===== config.mk =====
export PLATFORM = sky130hd
export DESIGN_NAME = dlw_top
export DESIGN_NICKNAME = d
export VERILOG_FILES = /design/src/logic/dlw_pkg.sv /design/src/logic/dlw_top.sv
export SDC_FILE = /design/constraint.sdc
export NUM_CORES = 1
export LEC_CHECK = 0
export BUFFER_PORTS_ARGS = -buffer_cell sky130_fd_sc_hd__buf_2
export CORE_ASPECT_RATIO = 0.9
export CORE_MARGIN = 5
export CORE_UTILIZATION = 45
export CTS_BUF_LIST = sky130_fd_sc_hd__clkbuf_16
export CTS_CLUSTER_DIAMETER = 60
export DETAILED_ROUTE_END_ITERATION = 12
export PLACE_DENSITY = 0.62
export SLEW_MARGIN = 20
export SYNTH_ARGS = -nofsm -noshare
export SYNTH_HDL_FRONTEND = slang
export SYNTH_SLANG_ARGS = --single-unit

===== constraint.sdc =====
create_clock -name core_clk_i -period 30.1 [get_ports core_clk_i]
set_input_delay 4.515 -clock core_clk_i [delete_from_list [all_inputs] [get_ports core_clk_i]]
set_output_delay 4.515 -clock core_clk_i [all_outputs]
set_load 0.01 [all_outputs]

===== src/logic/dlw_pkg.sv =====
// Package for the drive limit warning and skip band block
package dlw_pkg;

  // Fixed point scales: current in 0.1 A, frequency in 0.1 Hz, feedback in 0.001 units
  localparam int CUR_W = 16;
  localparam int FRQ_W = 16;
  localparam int FB_W = 28;

  // Register byte offsets
  localparam logic [7:0] OFS_CUR_LOW = 8'h00;
  localparam logic [7:0] OFS_CUR_HIGH = 8'h04;
  localparam logic [7:0] OFS_FRQ_LOW = 8'h08;
  localparam logic [7:0] OFS_FRQ_HIGH = 8'h0c;
  localparam logic [7:0] OFS_FB_LOW = 8'h10;
  localparam logic [7:0] OFS_FB_HIGH = 8'h14;
  localparam logic [7:0] OFS_SKIP_BW = 8'h18;
  localparam logic [7:0] OFS_SKIP_A = 8'h1c;
  localparam logic [7:0] OFS_SKIP_B = 8'h20;
  localparam logic [7:0] OFS_CONFIG = 8'h24;
  localparam logic [7:0] OFS_ROUTE_DOUT = 8'h28;
  localparam logic [7:0] OFS_ROUTE_RELAY = 8'h2c;
  localparam logic [7:0] OFS_STATUS = 8'h30;
  localparam logic [7:0] OFS_TARGET = 8'h34;

  // Reset values
  localparam logic [CUR_W-1:0] RST_CUR_LOW = 16'h0000;
  localparam logic [CUR_W-1:0] CUR_MAX_DEFAULT = 16'hffff;
  localparam logic [FRQ_W-1:0] RST_FRQ_LOW = 16'h0000;
  localparam logic [FRQ_W-1:0] RST_FRQ_HIGH = 16'h0528;
  localparam logic signed [FB_W-1:0] RST_FB_LOW = -28'sh03d0900;
  localparam logic signed [FB_W-1:0] RST_FB_HIGH = 28'sh03d0900;
  localparam logic [FRQ_W-1:0] RST_SKIP = 16'h0000;

  // Limits
  localparam logic [FRQ_W-1:0] FRQ_CAP_LOW_RANGE = 16'h0528;
  localparam logic [FRQ_W-1:0] FRQ_CAP_HIGH_RANGE = 16'h2710;
  localparam logic [FRQ_W-1:0] SKIP_BW_MAX = 16'h03e8;
  localparam logic [FRQ_W-1:0] SKIP_CENTRE_MAX = 16'h2710;

  // Config field positions
  localparam int CFG_RANGE_LSB = 0;

  // Warning bit positions
  localparam int W_CUR_LOW = 0;
  localparam int W_CUR_HIGH = 1;
  localparam int W_FRQ_LOW = 2;
  localparam int W_FRQ_HIGH = 3;
  localparam int W_FB_LOW = 4;
  localparam int W_FB_HIGH = 5;
  localparam int N_WARN = 6;

  // Supervision phases
  typedef enum logic [1:0] {
    DLW_STOPPED,
    DLW_RAMP_UP,
    DLW_AT_REF,
    DLW_RAMP_DOWN
  } dlw_phase_type;

  // Measured drive values, sampled once per control update
  typedef struct packed {
    logic [CUR_W-1:0] current;
    logic [FRQ_W-1:0] freq;
    logic signed [FB_W-1:0] feedback;
  } dlw_meas_type;

  // Drive run state
  typedef struct packed {
    logic run;
    logic [FRQ_W-1:0] reference;
  } dlw_drive_type;

endpackage


===== src/logic/dlw_top.sv =====
// Limit warnings and skip band clamp for the drive control logic
//
// The register addresses and the Avalon-MM register port are this design's own decisions.
`timescale 1ns/1ps
`default_nettype none

module dlw_top (
  input wire logic core_clk_i,
  input wire logic rst_i,
  input wire logic update_i,
  input wire dlw_pkg::dlw_meas_type meas_i,
  input wire dlw_pkg::dlw_drive_type drive_i,
  input wire logic [dlw_pkg::CUR_W-1:0] current_max_i,
  input wire logic [7:0] avs_address_i,
  input wire logic avs_read_i,
  input wire logic avs_write_i,
  input wire logic [31:0] avs_writedata_i,
  input wire logic [3:0] avs_byteenable_i,
  output logic [31:0] avs_readdata_o,
  output logic avs_waitrequest_o,
  output logic [dlw_pkg::N_WARN-1:0] warn_o,
  output logic dout_warn_o,
  output logic relay_warn_o,
  output logic [dlw_pkg::FRQ_W-1:0] target_freq_o
);
  import dlw_pkg::*;

  logic [CUR_W-1:0] cur_low_q;
  logic [CUR_W-1:0] cur_high_q;
  logic cur_high_set_q;
  logic [FRQ_W-1:0] frq_low_q;
  logic [FRQ_W-1:0] frq_high_q;
  logic signed [FB_W-1:0] fb_low_q;
  logic signed [FB_W-1:0] fb_high_q;
  logic [FRQ_W-1:0] skip_bw_q;
  logic [FRQ_W-1:0] skip_a_q;
  logic [FRQ_W-1:0] skip_b_q;
  logic [1:0] range_q;
  logic [N_WARN-1:0] route_dout_q;
  logic [N_WARN-1:0] route_relay_q;
  logic [N_WARN-1:0] warn_q;
  logic [N_WARN-1:0] warn_d;
  dlw_phase_type phase_q;
  logic ack_q;
  logic wait_q;
  logic [31:0] rdata_q;
  logic [FRQ_W-1:0] target_q;
  logic [FRQ_W-1:0] target_d;
  logic dout_q;
  logic relay_q;
  logic [31:0] wmerged;
  logic [31:0] rmux;
  logic [CUR_W-1:0] cur_high_eff;
  logic [FRQ_W-1:0] frq_cap;
  logic [FRQ_W-1:0] half_bw;
  logic access;

  // Merge byte lanes of a write into an old word
  function automatic logic [31:0] merge_be(input logic [31:0] old_v, input logic [31:0] new_v,
                                           input logic [3:0] be);
    logic [31:0] r;
    r = old_v;
    for (int i = 0; i < 4; i++) begin
      if (be[i]) begin
        r[i*8 +: 8] = new_v[i*8 +: 8];
      end
    end
    return r;
  endfunction

  // Clamp a frequency into a limit
  function automatic logic [FRQ_W-1:0] cap_frq(input logic [FRQ_W-1:0] v, input logic [FRQ_W-1:0] lim);
    return (v > lim) ? lim : v;
  endfunction

  // Push a reference out of one skip band to the nearer edge
  function automatic logic [FRQ_W-1:0] skip_band(input logic [FRQ_W-1:0] ref_v, input logic [FRQ_W-1:0] ctr,
                                                 input logic [FRQ_W-1:0] hb);
    logic [FRQ_W:0] lo;
    logic [FRQ_W:0] hi;
    logic [FRQ_W-1:0] r;
    lo = (ctr > hb) ? {1'b0, ctr - hb} : '0;
    hi = {1'b0, ctr} + {1'b0, hb};
    r = ref_v;
    if ({1'b0, ref_v} > lo && {1'b0, ref_v} < hi) begin
      if (({1'b0, ref_v} - lo) < (hi - {1'b0, ref_v})) begin
        r = lo[FRQ_W-1:0];
      end else begin
        r = (hi[FRQ_W] != 1'b0) ? '1 : hi[FRQ_W-1:0];
      end
    end
    return r;
  endfunction

  assign access = (avs_read_i | avs_write_i) & ~ack_q;
  assign wmerged = merge_be(rmux, avs_writedata_i, avs_byteenable_i);
  assign cur_high_eff = cur_high_set_q ? cur_high_q : current_max_i;
  assign frq_cap = range_q[1] ? FRQ_CAP_HIGH_RANGE : FRQ_CAP_LOW_RANGE;
  assign half_bw = {1'b0, skip_bw_q[FRQ_W-1:1]};

  // Read multiplexer over the register map
  always_comb begin
    rmux = 32'h0000_0000;
    unique case (avs_address_i)
      OFS_CUR_LOW: rmux = {16'h0000, cur_low_q};
      OFS_CUR_HIGH: rmux = {16'h0000, cur_high_eff};
      OFS_FRQ_LOW: rmux = {16'h0000, frq_low_q};
      OFS_FRQ_HIGH: rmux = {16'h0000, frq_high_q};
      OFS_FB_LOW: rmux = {{(32-FB_W){fb_low_q[FB_W-1]}}, fb_low_q};
      OFS_FB_HIGH: rmux = {{(32-FB_W){fb_high_q[FB_W-1]}}, fb_high_q};
      OFS_SKIP_BW: rmux = {16'h0000, skip_bw_q};
      OFS_SKIP_A: rmux = {16'h0000, skip_a_q};
      OFS_SKIP_B: rmux = {16'h0000, skip_b_q};
      OFS_CONFIG: rmux = {30'h0000_0000, range_q};
      OFS_ROUTE_DOUT: rmux = {26'h000_0000, route_dout_q};
      OFS_ROUTE_RELAY: rmux = {26'h000_0000, route_relay_q};
      OFS_STATUS: rmux = {24'h00_0000, phase_q, warn_q};
      OFS_TARGET: rmux = {16'h0000, target_q};
      default: rmux = 32'h0000_0000;
    endcase
  end

  // Bus handshake: one wait cycle, then acknowledge; waitrequest kept in its own flop
  always_ff @(posedge core_clk_i or posedge rst_i) begin
    if (rst_i) begin
      ack_q <= 1'b0;
      wait_q <= 1'b1;
      rdata_q <= 32'h0000_0000;
    end else begin
      ack_q <= access;
      wait_q <= ~access;
      if (access && avs_read_i) begin
        rdata_q <= rmux;
      end
    end
  end

  // Threshold and configuration registers
  always_ff @(posedge core_clk_i or posedge rst_i) begin
    if (rst_i) begin
      cur_low_q <= RST_CUR_LOW;
      cur_high_q <= CUR_MAX_DEFAULT;
      cur_high_set_q <= 1'b0;
      frq_low_q <= RST_FRQ_LOW;
      frq_high_q <= RST_FRQ_HIGH;
      fb_low_q <= RST_FB_LOW;
      fb_high_q <= RST_FB_HIGH;
      skip_bw_q <= RST_SKIP;
      skip_a_q <= RST_SKIP;
      skip_b_q <= RST_SKIP;
      range_q <= 2'h0;
      route_dout_q <= '0;
      route_relay_q <= '0;
    end else begin
      // Write lands only at the edge that completes the transfer
      if (avs_write_i && ack_q) begin
        unique case (avs_address_i)
          OFS_CUR_LOW: cur_low_q <= wmerged[CUR_W-1:0];
          OFS_CUR_HIGH: begin
            cur_high_q <= wmerged[CUR_W-1:0];
            cur_high_set_q <= 1'b1;
          end
          OFS_FRQ_LOW: frq_low_q <= wmerged[FRQ_W-1:0];
          OFS_FRQ_HIGH: frq_high_q <= cap_frq(wmerged[FRQ_W-1:0], frq_cap);
          OFS_FB_LOW: fb_low_q <= wmerged[FB_W-1:0];
          OFS_FB_HIGH: fb_high_q <= wmerged[FB_W-1:0];
          OFS_SKIP_BW: skip_bw_q <= cap_frq(wmerged[FRQ_W-1:0], SKIP_BW_MAX);
          OFS_SKIP_A: skip_a_q <= cap_frq(wmerged[FRQ_W-1:0], SKIP_CENTRE_MAX);
          OFS_SKIP_B: skip_b_q <= cap_frq(wmerged[FRQ_W-1:0], SKIP_CENTRE_MAX);
          OFS_CONFIG: range_q <= wmerged[CFG_RANGE_LSB +: 2];
          OFS_ROUTE_DOUT: route_dout_q <= wmerged[N_WARN-1:0];
          OFS_ROUTE_RELAY: route_relay_q <= wmerged[N_WARN-1:0];
          default: ;
        endcase
      end else if (!range_q[1] && frq_high_q > FRQ_CAP_LOW_RANGE) begin
        frq_high_q <= FRQ_CAP_LOW_RANGE;
      end
    end
  end

  // Run phase tracking on each control update
  always_ff @(posedge core_clk_i or posedge rst_i) begin
    if (rst_i) begin
      phase_q <= DLW_STOPPED;
    end else if (update_i) begin
      unique case (phase_q)
        DLW_STOPPED: if (drive_i.run) begin
          phase_q <= DLW_RAMP_UP;
        end
        DLW_RAMP_UP: begin
          if (!drive_i.run) begin
            phase_q <= DLW_RAMP_DOWN;
          end else if (meas_i.freq == target_q) begin
            phase_q <= DLW_AT_REF;
          end
        end
        DLW_AT_REF: begin
          if (!drive_i.run) begin
            phase_q <= DLW_RAMP_DOWN;
          end else if (target_d != target_q) begin
            phase_q <= DLW_RAMP_UP;
          end
        end
        DLW_RAMP_DOWN: begin
          if (drive_i.run) begin
            phase_q <= DLW_RAMP_UP;
          end else if (meas_i.freq == '0) begin
            phase_q <= DLW_STOPPED;
          end
        end
      endcase
    end
  end

  // Warning comparisons, gated by the phase
  always_comb begin
    warn_d = '0;
    // A stop command silences warnings at once, not one update later
    if (phase_q == DLW_AT_REF && drive_i.run) begin
      warn_d[W_CUR_LOW] = meas_i.current < cur_low_q;
      warn_d[W_CUR_HIGH] = meas_i.current > cur_high_eff;
      warn_d[W_FRQ_LOW] = meas_i.freq < frq_low_q;
      warn_d[W_FRQ_HIGH] = meas_i.freq > frq_high_q;
      warn_d[W_FB_LOW] = meas_i.feedback < fb_low_q;
      warn_d[W_FB_HIGH] = meas_i.feedback > fb_high_q;
    end
  end

  // Skip band clamp of the reference
  always_comb begin
    target_d = drive_i.reference;
    if (skip_bw_q != '0) begin
      target_d = skip_band(target_d, skip_a_q, half_bw);
      target_d = skip_band(target_d, skip_b_q, half_bw);
    end
  end

  // Warning flags and routed outputs
  always_ff @(posedge core_clk_i or posedge rst_i) begin
    if (rst_i) begin
      warn_q <= '0;
      dout_q <= 1'b0;
      relay_q <= 1'b0;
      target_q <= '0;
    end else if (update_i) begin
      warn_q <= warn_d;
      dout_q <= |(warn_d & route_dout_q);
      relay_q <= |(warn_d & route_relay_q);
      target_q <= target_d;
    end
  end

  assign avs_readdata_o = rdata_q;
  assign avs_waitrequest_o = wait_q;
  assign warn_o = warn_q;
  assign dout_warn_o = dout_q;
  assign relay_warn_o = relay_q;
  assign target_freq_o = target_q;

endmodule

`default_nettype wire


=== Word-level counts from Yosys, hierarchy flattened ===
Index checks and enable logic that the tools add are counted.

* Register bits after elaboration: 243
* Bits of input ports: 142
* Word-level logic and storage cells: 135

* Add/sub/neg operators: 8
* $lt $le $gt $ge: 18
* Equality and inequality tests: 23
* Multiplexer cells: 32
* Bitwise operators: 6
* Reductions and logical operators: 27

{| class="wikitable"
|+ Operator list
! kind !! count
|-
| $pmux 32 s14 || 1
|-
| $mux 16 || 17
|-
| $gt 16x16->1 || 4
|-
| $eq 8x6->1 const B || 6
|-
| $add 16x15->17 || 2
|-
| $lt 16x17->1 || 2
|-
| $lt 17x17->1 || 2
|-
| $sub 16x16->17 || 2
|-
| $sub 17x16->17 || 2
|-
| $eq 8x5->1 const B || 4
|-
| $gt 16x15->1 || 2
|-
| $lt 16x16->1 || 2
|-
| $sub 16x15->16 || 2
|-
| $gt 28x28->1 || 1
|-
| $lt 28x28->1 || 1
|-
| $mux 8 || 3
|-
| $reduce_and 2->1 || 12
|-
| $eq 16x16->1 || 1
|-
| $eq 8x4->1 const B || 2
|-
| $gt 16x10->1 const B || 1
|-
| $gt 16x11->1 const B || 1
|-
| $gt 16x14->1 || 1
|-
| $gt 16x14->1 const B || 1
|-
| $logic_not 16->1 || 1
|-
| 24 further kinds || 41
|}

=== Logic depth before layout (Yosys ltp) ===
Gate-level depths: netlist of the first run.

* Depth in word-level cells: 16
* Mapped depth: 65
* Mapped depth without buffers: 62

=== Worst setup path before layout of the first run ===
Ideal clock, no wire load.

* Path type: input-to-reg
* From: input drive_i[0] (netlist name)
* To: register phase_q[0]
* Arrival time: 14.574 ns
* Data required time: 29.975 ns
* Setup slack: 15.401 ns
* Stages: 57
* Path buffers: 4
* Cell sequence: ha_1 -> inv_1 -> fa_1 -> a21o_1 -> a21oi_1 -> o21bai_1 -> a21oi_1 -> nor2b_1 -> o21a_1 -> o21ai_0 -> nand2b_1 -> a21oi_1 -> o21bai_1 -> a21oi_1 -> nor2b_1 -> nor2_1 -> nor2b_1 -> nor2_1 -> [... 21 more ...] -> o31a_1 -> or2_2 -> ha_1 -> a21o_1 -> a21oi_1 -> nand2_1 -> a21o_1 -> a41oi_1 -> clkbuf_1 -> clkbuf_1 -> a2bb2oi_1 -> nor2_1 -> o21ai_0 -> o31ai_1 -> o21ai_1 -> a2111oi_2 -> a31oi_1 -> mux2_4

* Word-level cells in the longest chain between the ends: 13
* Elaborated cells on any way between the ends: 21
* Those cells by class: 4 x add/sub; 6 x order compare; 2 x eq/ne; 6 x mux; 3 x reduce/logical

{| class="wikitable"
|+ Ends and longest elaborated chain
! element !! RTL line !! text
|-
| from (decl) || dlw_top.sv:12 || <nowiki>input wire dlw_pkg::dlw_drive_type drive_i,</nowiki>
|-
| $sub 17x16->17 / $sub 16x16->17 (equally long branches) || dlw_top.sv:86 || <nowiki>if (({1'b0, ref_v} - lo) < (hi - {1'b0, ref_v})) begin</nowiki>
|-
| $lt 17x17->1 || dlw_top.sv:86 ||
|-
| $mux 16 || dlw_top.sv:86 ||
|-
| $mux 16 || dlw_top.sv:85 || <nowiki>if ({1'b0, ref_v} > lo && {1'b0, ref_v} < hi) begin</nowiki>
|-
| $mux 16 || dlw_top.sv:232 || <nowiki>if (skip_bw_q != '0) begin</nowiki>
|-
| $sub 17x16->17 / $sub 16x16->17 (equally long branches) || dlw_top.sv:86 ||
|-
| $lt 17x17->1 || dlw_top.sv:86 ||
|-
| $mux 16 || dlw_top.sv:86 ||
|-
| $mux 16 || dlw_top.sv:85 ||
|-
| $mux 16 (*) || dlw_top.sv:232 ||
|-
| $ne 16x16->1 (*) || dlw_top.sv:200 || <nowiki>end else if (target_d != target_q) begin</nowiki>
|-
| $ne 3x3->1 (no line) (*) || -- ||
|-
| $reduce_and 5->1 (no line) (*) || -- ||
|-
| to (signal assigned) || dlw_top.sv:199 || <nowiki>phase_q <= DLW_RAMP_DOWN;</nowiki>
|-
| to (signal assigned) || dlw_top.sv:201 || <nowiki>phase_q <= DLW_RAMP_UP;</nowiki>
|-
| to (signal assigned) || dlw_top.sv:206 || <nowiki>phase_q <= DLW_RAMP_UP;</nowiki>
|-
| to (decl) || dlw_top.sv:43 || <nowiki>dlw_phase_type phase_q;</nowiki>
|}

Mark *: on every way between the ends. The rest lies on a longest branch, timed or not. The select of a mux whose other input is x is not followed.
A chain may end at the register's enable or synchronous reset.

=== Worst setup path after layout of the first run ===
Same ends and word-level chain as after synthesis.

==> metrics.md, run 1 <==
| Metric | Value |
|---|---|
| Outcome | `completed` |
| Met1 wire length | `35,800 um` |
| Register area share after synthesis | `26.6%` |
| Crit end category | `register` |
| Mapped cell area | `22,700 um2` |
| Clock buffer depth | `3` |
| Largest net degree at the start of global routing | `90` |
| Dpl ws | `13.60 ns` |
| Placed Area | `24,200 um2` |
| Antenna violations before repair | `7` |
| Die Area | `54,900 um2` |
| WS Path Type | `input pin to register` |
| Reported leakage power | `11.4 nW` |
| VDD IR max | `0.0465 mV` |
| Starting Density | `45.2%` |
| CP peak stage delay | `0.56 ns` |
| Distinct cells, synth | `104` |
| Final Max Slew Viols | `0` |
| Clock Skew | `0.0188 ns` |
| Share of cells above drive strength 1 | `14.5%` |
| Post-DP HPWL | `68,200 um` |
| Htree depth | `1` |
| Synthesized area per cell | `8.23 um2` |
| Share of the synthesized area in the top cell type | `21.8%` |
| Maxcap violations | `0` |
| DRT Wirelength | `86,000 um` |
| CP most frequent cell | `a21oi_1` |
| Crit Path Max Fanout | `22` |
| Power per standard cell area | `62.3 nW/um2` |
| Post-synth top area cell | `dfrtp_1` |
| Peak Freq | `61.8 MHz` |
| Setup TNS Final | `0 ns` |
| Class of the worst hold path | `register to register` |
| Startpoint type of the worst setup path | `input pin` |
| Clock-pin slew on the worst setup and hold paths | `0.06 ns` |
| TritonCTS clock tree | `done` |
| GR Overflow Total | `0` |
| Area delta synth->final | `11.3%` |
| Most used DFF post-synth | `dfrtp_1` |
| First-pass iteration count of the detailed router | `6` |
| Top post-synthesis cells by area | `dfrtp_1 (22%), ha_1 (15%), o21ai_0 (5.6%)` |
| Vias per inst | `6.08` |
| Global-route wire length before repair | `129,000 um` |
| Shortest period the worst path allows | `16.18 ns` |
| Period utilisation layout | `53.8%` |
| Final instance area | `25,200 um2` |
| CTS resizes | `0` |
| Io pins | `199` |
| Mapped Cells | `2,754` |
| DRT antenna net count | `0` |
| Synthesized Nets | `3,177` |
| Drt first-iter violations | `2,041` |
| Met2 WL | `39,500 um` |
| Die Span Y | `223 um` |
| Max-slew headroom | `25.8%` |
| Warnings, synthesis | `0` |
| Routability cong. | `0.980` |
| Clk_lat worst skew | `0.59 ns` |
| Setup Viol. Count Final | `0` |
| Vias in the first global route | `21,200` |
| Tot GR Track Use | `30.2%` |
| Critical Path AT | `16.64 ns` |
| Number of I/O port buffers | `194` |
| Yosys reg bits | `239` |
| # rows | `78` |
| DRC Markers | `0` |
| Top-count cell post-synth | `nand2_1` |
| Chip Width | `247 um` |
| Met3 wire length | `6360 um` |
| Final hold violations | `0` |
| DR vias | `21,900` |
| Setup Buffers After CTS | `0` |
| CORE AREA | `50,200 um2` |
| Routed WL per cell | `23.9 um` |
| Clock root buffer | `clkbuf_16` |
| Critical path required time | `30.56 ns` |
| CP max-delay cell | `nor4_1` |
| Fin nets | `3,307` |
| Setup slack after layout | `13.92 ns` |
| Hold-fix buffers, CTS | `0` |
| CTS Buf Count | `31` |
| Post-synth EDFFs | `0` |
| Top sig layer | `met4` |
| Post-synth top cells | `nand2_1 (314), ha_1 (275), o21ai_0 (252)` |
| Clk sinks | `239` |
| Worst slew pin tran | `1.11 ns` |
| Asr flop ratio synth | `100%` |
| Unrepaired setup endpoints after global routing | `false` |
[critical path, delay by kind of cell]
family | cells | cell delay (ns)
mux | 2 | 0.76
buf+inv | 4 | 0.85
simple gates | 14 | 2.33
xor+xnor | 3 | 0.47
fa+ha+maj | 6 | 1.69
compound gates | 29 | 6.02
[layer usage]
metal / vias to the layer above / track usage (%)
met1: 10500 / 40.3
li1: 10200 / -
met2: 972 / 49.1
met4: 0 / 12.7
met5: - / 0
met3: 232 / 4.32
[path summary, 6_finish.rpt]
check                                      to  cells past startpoint                from  slack [ns]
max in group asynchronous       fb_high_q[25]                      5               rst_i       23.79
min reg2reg                avs_readdata_o[12]                      2  avs_readdata_o[12]        0.48
max                                phase_q[0]                     58          drive_i[0]       13.92
min                        avs_readdata_o[12]                      2  avs_readdata_o[12]        0.48
min in group asynchronous        cur_low_q[5]                      2               rst_i        4.02
max reg2reg                        phase_q[0]                     54        skip_bw_q[2]       15.96
[through the flow]
stage	hold slack [ns]	utilization (%)	std cells	total power [mW]
floorplan	0.451	-	2754	0.972
global placement	0.465	48.2	3529	1.19
CTS	0.484	50.1	3587	1.56
finish	0.482	50.2	3594	1.57
global route	0.501	50.2	3594	1.66
detailed placement	0.470	48.3	3529	1.21
[report_power, final]
| part | internal, mW | total, mW | switching [mW] |
|---|---|---|---|
| clock | 0.196 | 0.348 | 0.152 |
| combinational | 0.336 | 0.830 | 0.493 |
| sequential | 0.340 | 0.392 | 0.0519 |
[registers in the layout (all words and copies together) (netlist names), 2 cells and up]
signal	cells
fb_low_q	28
avs_readdata_o	28
range_q	2
cur_high_q	16
target_freq_o	16
warn_o	6
phase_q	2
cur_low_q	16
skip_bw_q	16
route_relay_q	6
frq_low_q	16
skip_a_q	16
route_dout_q	6
frq_high_q	16
fb_high_q	28
skip_b_q	16
[layout by cell type, fill, tap and decap left out, drive strengths merged, types with 14 or more instances in the layout]
master / count
clkbuf: 31
nor4: 29
dfstp: 42
xnor2: 75
inv: 233
a21oi: 149
nor2: 153
a221oi: 37
dfrtp: 197
nand2b: 34
or3: 25
nand2: 316
and2: 17
buf: 238
mux2i: 55
a22oi: 26
nor2b: 42
a22o: 20
nor3: 45
and3: 30
o21bai: 30
o21a: 24
ha: 275
a21o: 80
o21ai: 270
clkinv: 14
nand3: 47
a31oi: 32
nand4: 49
a211oi: 19
xor2: 55
mux2: 38
[logic make-up (layout without fill, tap and decap cells)]
family | count (synthesis) | count (layout) | share of synthesized area (%)
buffers and inverters | 365 | 520 | 6.35
DFF | 239 | 239 | 26.6
muxes | 93 | 93 | 4.37
and+or+nand+nor | 825 | 825 | 17.7
AOI/OAI and AO/OA | 817 | 817 | 24.0
other | 0 | 5 | 0
xor gates and xnor gates | 130 | 130 | 5.09
adders and majority gates | 285 | 285 | 15.9
[area by class of cell]
class	instances	area (um2)
diodes	5	12.5
clock buffers	31	776
clock inverters	27	170
fillers	4866	25000
inverters	224	848
multi-input cells	2150	15200
flip-flops and latches	239	6030
well taps	680	851
repair buffers	238	1330
No activity file was read; power rests on OpenSTA's default activity.
==> run 2, diff against run 1 <==
ABC_AREA = 1   (was default)
PLACE_DENSITY = 0.65   (was 0.62)
clock period = 13.2 ns   (was 30.1 ns; I/O delays follow)
==> run 2 against run 1 <==
Effect of this change: clock skew increased by 0.046 ns; flip-flop and latch count unchanged; non-clock buffer count shrank 15; via count increased by 4.3%; wire length shrank 0.78%; sequential share of layout area is 0.39 points higher; final cell count increased by 9.6%; hold slack worse by 0.0084 ns; total power rose by 54%; worst setup slack worse by 13 ns; die area fell by 1.6%; highest routed layer unchanged.
==> metrics.md, run 2 <==
| Metric | Value |
|---|---|
| Clock root buffer | `clkbuf_16` |
| Crit Path Max Fanout | `12` |
| Post-synth top cells | `nand2_1 (703), inv_1 (430), o21ai_0 (310)` |
| Post-DP HPWL | `69,200 um` |
| Finished Layout Cells | `3,939` |
| Starting Density | `45.4%` |
| First-pass iteration count of the detailed router | `6` |
| Placed Cells | `3,884` |
| Most frequent cells in the layout | `nand2_1 (703), inv_1 (432), o21ai_0 (310), ha_1 (275), a21oi_1 (198)` |
| Compound-Gate Fraction of Synth Area | `19.4%` |
| Reported leakage power | `12.4 nW` |
| Post-synth top area cell | `dfrtp_1` |
| Power per standard cell area | `97.7 nW/um2` |
| CP most frequent cell | `nand2_1` |
| DR vias | `22,800` |
| Synthesized area per cell | `7.14 um2` |
| Register area share after synthesis | `27.1%` |
| Unrepaired setup endpoints after global routing | `false` |
| Setup Buffers After CTS | `0` |
| Yosys reg bits | `239` |
| Final Max Slew Viols | `0` |
| DRC Markers | `0` |
| Chip Width | `245 um` |
| Synthesized Nets | `3,544` |
| Clk_lat worst skew | `0.61 ns` |
| CP delay by family, top | `simple AND/OR/NAND/NOR gates` |
| Mapped cell area | `22,300 um2` |
| Largest net degree at the start of global routing | `133` |
| Critical path required time | `13.69 ns` |
| Outcome | `completed` |
| # rows | `77` |
| Dpl ws | `1.43 ns` |
| Clock-pin slew on the worst setup and hold paths | `0.06 ns` |
| Setup slack after layout | `1.05 ns` |
| GR Overflow Total | `0` |
| CP peak stage delay | `0.65 ns` |
| Io pins | `199` |
| Post-synth EDFFs | `0` |
| Simple-gate share of the synthesized area | `23.3%` |
| Asr flop ratio synth | `100%` |
| Warnings, synthesis | `0` |
| Die Span Y | `221 um` |
| Fill cell count | `4,904` |
| Min Hold Slack | `0.474 ns` |
| Top-count cell post-synth | `nand2_1` |
| Antenna violations before repair | `1` |
| Area delta synth->final | `11.4%` |
| Class of the worst hold path | `register to register` |
| Global-route wire length before repair | `129,000 um` |
| Distinct cells, synth | `67` |
| WP buf/inv | `8` |
| Peak Freq | `82.3 MHz` |
| Share of the synthesized area in the top cell type | `22.1%` |
| Clock Skew | `0.0645 ns` |
| WS Path Type | `register to register` |
| Fin nets | `3,707` |
| Hold-fix buffers, CTS | `0` |
| TritonCTS clock tree | `done` |
| CTS Buf Count | `30` |
| Most used DFF post-synth | `dfrtp_1` |
| Mux contribution to synthesized area | `0.719%` |
| Setup TNS Final | `0 ns` |
| Top post-synthesis cells by area | `dfrtp_1 (22%), ha_1 (15%), nand2_1 (12%)` |
| Setup Viol. Count Final | `0` |
| Routed WL per cell | `21.7 um` |
| Vias per inst | `5.79` |
| CTS resizes | `0` |
| Clk sinks | `239` |
| Shortest period the worst path allows | `12.15 ns` |
| Post-layout util | `50.6%` |
| Mapped Cells | `3,121` |
| Clock buffer depth | `3` |
| Most common cell after layout, fill and taps aside | `nand2_1` |
| Startpoint type of the worst setup path | `register` |
| Period utilisation layout | `92.0%` |
| Maxcap violations | `0` |
| Share of cells above drive strength 1 | `11.7%` |
| Number of I/O port buffers | `194` |
| Worst slew pin tran | `1.10 ns` |
| Final instance area | `24,800 um2` |
| CP max-delay cell | `o21ai_0` |
| Routability cong. | `0.986` |
| Critical Path AT | `12.64 ns` |
| Final Power | `2.42 mW` |
| VDD IR max | `0.117 mV` |
| Crit end category | `register` |
| Final hold violations | `0` |
| Max-slew headroom | `24.6%` |
| Post-synthesis adder-cell area fraction | `16.0%` |
| Vias in the first global route | `22,100` |
| DRT antenna net count | `0` |
| Placed Area | `23,800 um2` |
| Htree depth | `1` |
| Die Area | `54,100 um2` |
| Largest family of logic cells by synthesized area | `simple AND/OR/NAND/NOR gates` |
| CORE AREA | `49,000 um2` |
| DRT Wirelength | `85,300 um` |
| Tot GR Track Use | `30.3%` |
| Drt first-iter violations | `2,240` |
| Xor and xnor fraction of the mapped netlist area | `4.05%` |
| N_diodes | `0` |
## run 2: changes by cell type after synthesis, moves of 49 or more
cell	change
nand2_1	+389
inv_1	+209
nand3_1	+103
a21o_1	-70
o21ai_0	+58
clkbuf_1	-57
a21oi_1	+53
o22ai_1	+49
## run 2: cell type report
type | instances | area [um2] | area share [%]
multi-input combinational | 2341 | 14100 | 57.0
sequential | 239 | 6030 | 24.3
inverter | 449 | 1700 | 6.84
timing repair buffer | 223 | 1190 | 4.79
tap | 632 | 791 | 3.19
clock buffer | 30 | 751 | 3.03
clock inverter | 25 | 201 | 0.812
## run 2: cell families (layout without fill, tap and decap cells)
family	count (synthesis)	after routing
DFF	239	239
adders and majority gates	281	281
xor gates and xnor gates	103	103
buffers and inverters	541	727
muxes	16	16
and+or+nand+nor	1189	1189
AOI/OAI and AO/OA	752	752
## run 2: worst paths after layout
kind                          startpoint            to  slack [ns]  depth (start not counted)
hold reg to reg                    ack_q         ack_q        0.47                          1
max in group asynchronous          rst_i    phase_q[0]       10.14                          3
setup / recovery           skip_bw_q[15]    phase_q[1]        1.05                         62
setup reg to reg           skip_bw_q[15]    phase_q[1]        1.05                         62
min in group asynchronous          rst_i  cur_low_q[0]        1.57                          2
hold / removal                     ack_q         ack_q        0.47                          1
## run 2: worst register-to-register path, delay by kind of cell, from the launching register on
kind	cells	cell delay, ns
compound gates	12	3.18
xor+xnor	2	0.36
fa+ha+maj	6	1.98
buf+inv	8	1.13
flops	1	0.53
simple gates	34	4.84
## run 2: per-layer routing
layer / vias to the layer above / routed length (um) / GRT usage, %
li1: 10900 / - / -
met2: 949 / 38200 / 49.0
met5: - / 0 / 0
met4: 0 / 5140 / 14.5
met1: 10800 / 35800 / 39.8
met3: 216 / 6250 / 4.73
## run 2: where the power goes
group	switching, mW	leakage (nW)	internal, mW	total (mW)
sequential	0.0369	3.06	0.769	0.806
clock	0.343	0.472	0.454	0.797
combinational	0.536	8.87	0.285	0.821
total	0.915	12.4	1.51	2.42
==> run 3, diff against run 2 <==
ABC_AREA = default   (was 1)
PLACE_DENSITY = 0.64   (was 0.65)
SKIP_LAST_GASP = 1   (was default)
==> run 3 against run 2 <==
Effect of this change: clock power rose by 7.2%; sequential power rose by 11%; die area rose by 1.6%; global-route usage fell by 0.20 points; combinational power rose by 130%; utilization rose by 0.10 points; clock-buffer cell count rose by 5; clock skew fell by 0.038 ns; sequential share of layout area fell by 0.59 points; worst setup slack got worse by 0.18 ns; largest power group unchanged; critical endpoint is now phase_q[0].
==> metrics.md, run 3 (same netlist as run 1, synthesis figures left out) <==
| Metric | Value |
|---|---|
| Final Max Slew Viols | `0` |
| First-pass iteration count of the detailed router | `6` |
| NetSw | `1.62 mW` |
| Io pins | `199` |
| Number of I/O port buffers | `194` |
| Startpoint type of the worst setup path | `input pin` |
| Fill cell count | `4,905` |
| DRT antenna net count | `0` |
| Critical path required time | `13.60 ns` |
| Clock Skew | `0.0266 ns` |
| CORE AREA | `50,200 um2` |
| Shortest period the worst path allows | `12.32 ns` |
| # rows | `78` |
| Crit Path Max Fanout | `10` |
| Critical Path AT | `12.72 ns` |
| Sw frac | `44.1%` |
| Most common cell after layout, fill and taps aside | `nand2_1` |
| Reg power frac | `24.5%` |
| GR Overflow Total | `0` |
| Worst Hold Endpoint | `avs_readdata_o[8]` |
| Reg2reg path depth | `60` |
| Worst slew pin tran | `1.19 ns` |
| Clk sinks | `239` |
| CP peak stage delay | `0.40 ns` |
| DR vias | `21,900` |
| TritonCTS clock tree | `done` |
| CP max-delay cell | `fa_1` |
| Outcome | `completed` |
| Clk_lat worst skew | `0.53 ns` |
| Area of the multi-input gates | `15,200 um2` |
| Vias in the first global route | `21,500` |
| DRT Wirelength | `85,400 um` |
| Drt first-iter violations | `1,847` |
| Share of cells above drive strength 1 | `15.3%` |
| Die Area | `54,900 um2` |
| Final hold violations | `0` |
| Setup TNS Final | `0 ns` |
| Reported leakage power | `11.5 nW` |
| Unrepaired setup endpoints after global routing | `false` |
| Period utilisation layout | `93.4%` |
| Antenna violations before repair | `4` |
| Logic pwr share | `52.2%` |
| Fin nets | `3,325` |
| Routed WL per cell | `23.7 um` |
| Vias per inst | `6.07` |
| Internal Power | `2.05 mW` |
| Worst R2R End | `phase_q[0]` |
| Flop-to-flop setup slack | `0.88 ns` |
| Class of the worst hold path | `register to register` |
| CP most frequent cell | `a21oi_1` |
| CTS Buf Count | `34` |
| Most frequent cells in the layout | `nand2_1 (314), ha_1 (271), o21ai_0 (250), inv_1 (229), dfrtp_1 (197)` |
| WS Path Type | `input pin to register` |
| Clock root buffer | `clkbuf_16` |
| Register area | `6030 um2` |
| Power per standard cell area | `144 nW/um2` |
| Maxcap violations | `0` |
| VDD IR max | `0.119 mV` |
| Die Span Y | `223 um` |
| Htree depth | `2` |
| Post-DP HPWL | `67,800 um` |
| Clock power frac | `23.3%` |
| Tot GR Track Use | `30.1%` |
| Max-slew headroom | `20.6%` |
| Clock buffer depth | `3` |
| Worst hold start | `avs_readdata_o[8]` |
| Routability cong. | `0.986` |
| Worst reg2reg startpoint | `skip_bw_q[7]` |
| Setup Viol. Count Final | `0` |
| Global-route wire length before repair | `129,000 um` |
| CP Launch Point | `drive_i[0]` |
| Worst Hold Depth | `2` |
| Peak Freq | `81.1 MHz` |
| Final Power | `3.67 mW` |
| Starting Density | `45.2%` |
| Area delta synth->final | `12.2%` |
| Chip Width | `247 um` |
| DRC Markers | `0` |
| Setup Buffers After CTS | `0` |
| Crit end category | `register` |
| Largest net degree at the start of global routing | `99` |
| Clock-pin slew on the worst setup and hold paths | `0.06 ns` |
run 3: worst max-delay path by stage:
stage / to / slack [ns] / cells after the start
2_1_floorplan: phase_q[0] / 1.04 / 57
3_3_place_gp: phase_q[0] / 0.53 / 61
3_5_place_dp: phase_q[0] / 0.38 / 61
4_1_cts: phase_q[0] / 0.72 / 61
5_1_grt: phase_q[0] / 0.08 / 61
6_report: phase_q[0] / 0.88 / 60
run 3: area by class of cell:
class | count | area share [%]
antenna | 3 | 0.0295
clock buffer | 35 | 3.44
clock inverter | 26 | 0.640
inverter | 224 | 3.34
multi-input combinational | 2150 | 59.9
sequential | 239 | 23.7
tap | 680 | 3.35
timing repair buffer | 253 | 5.61
run 3: critical path, delay by kind of cell:
family / cells / cell delay, ns
compound gates: 29 / 5.27
xor+xnor: 2 / 0.32
fa+ha+maj: 7 / 1.90
buf+inv: 5 / 0.56
mux: 2 / 0.64
simple gates: 15 / 2.05
run 3: power by group through the flow:
stage	clock [mW]	sequential [mW]	combinational, mW
detailed placement	0	0.905	1.85
CTS	0.861	0.893	1.86
global route	0.890	0.899	2.09
floorplan	0	0.830	1.39
finish	0.854	0.898	1.92
global placement	0	0.904	1.81
run 3: per-stage QoR:
step                hold slack (ns)  setup WS [ns]  utilization (%)  std cells  area (um2)
floorplan                     0.451           1.04                -       2754       22700
global placement              0.465          0.527             48.5       3545       24300
detailed placement            0.470          0.383             48.5       3545       24300
CTS                           0.481          0.717             50.6       3606       25400
global route                  0.496         0.0772             50.7       3610       25400
finish                        0.480          0.876             50.7       3610       25400
run 3: timing repair:
action / 4_1_cts / 5_1_grt
setup endpoints to repair: 0 / 2
resized for setup: 0 / 9
hold buffers: 0 / 0
run 3: layer usage:
| layer | wire length (um) | GRT usage, % | part of all wire [%] | up-vias |
|---|---|---|---|---|
| met5 | 13 | 0 | 0.015 | - |
| met3 | 6380 | 4.49 | 7.5 | 255 |
| met4 | 5420 | 15.6 | 6.3 | 2 |
| met1 | 35400 | 39.8 | 41 | 10500 |
| met2 | 38200 | 47.8 | 45 | 921 |
| li1 | - | - | - | 10200 |
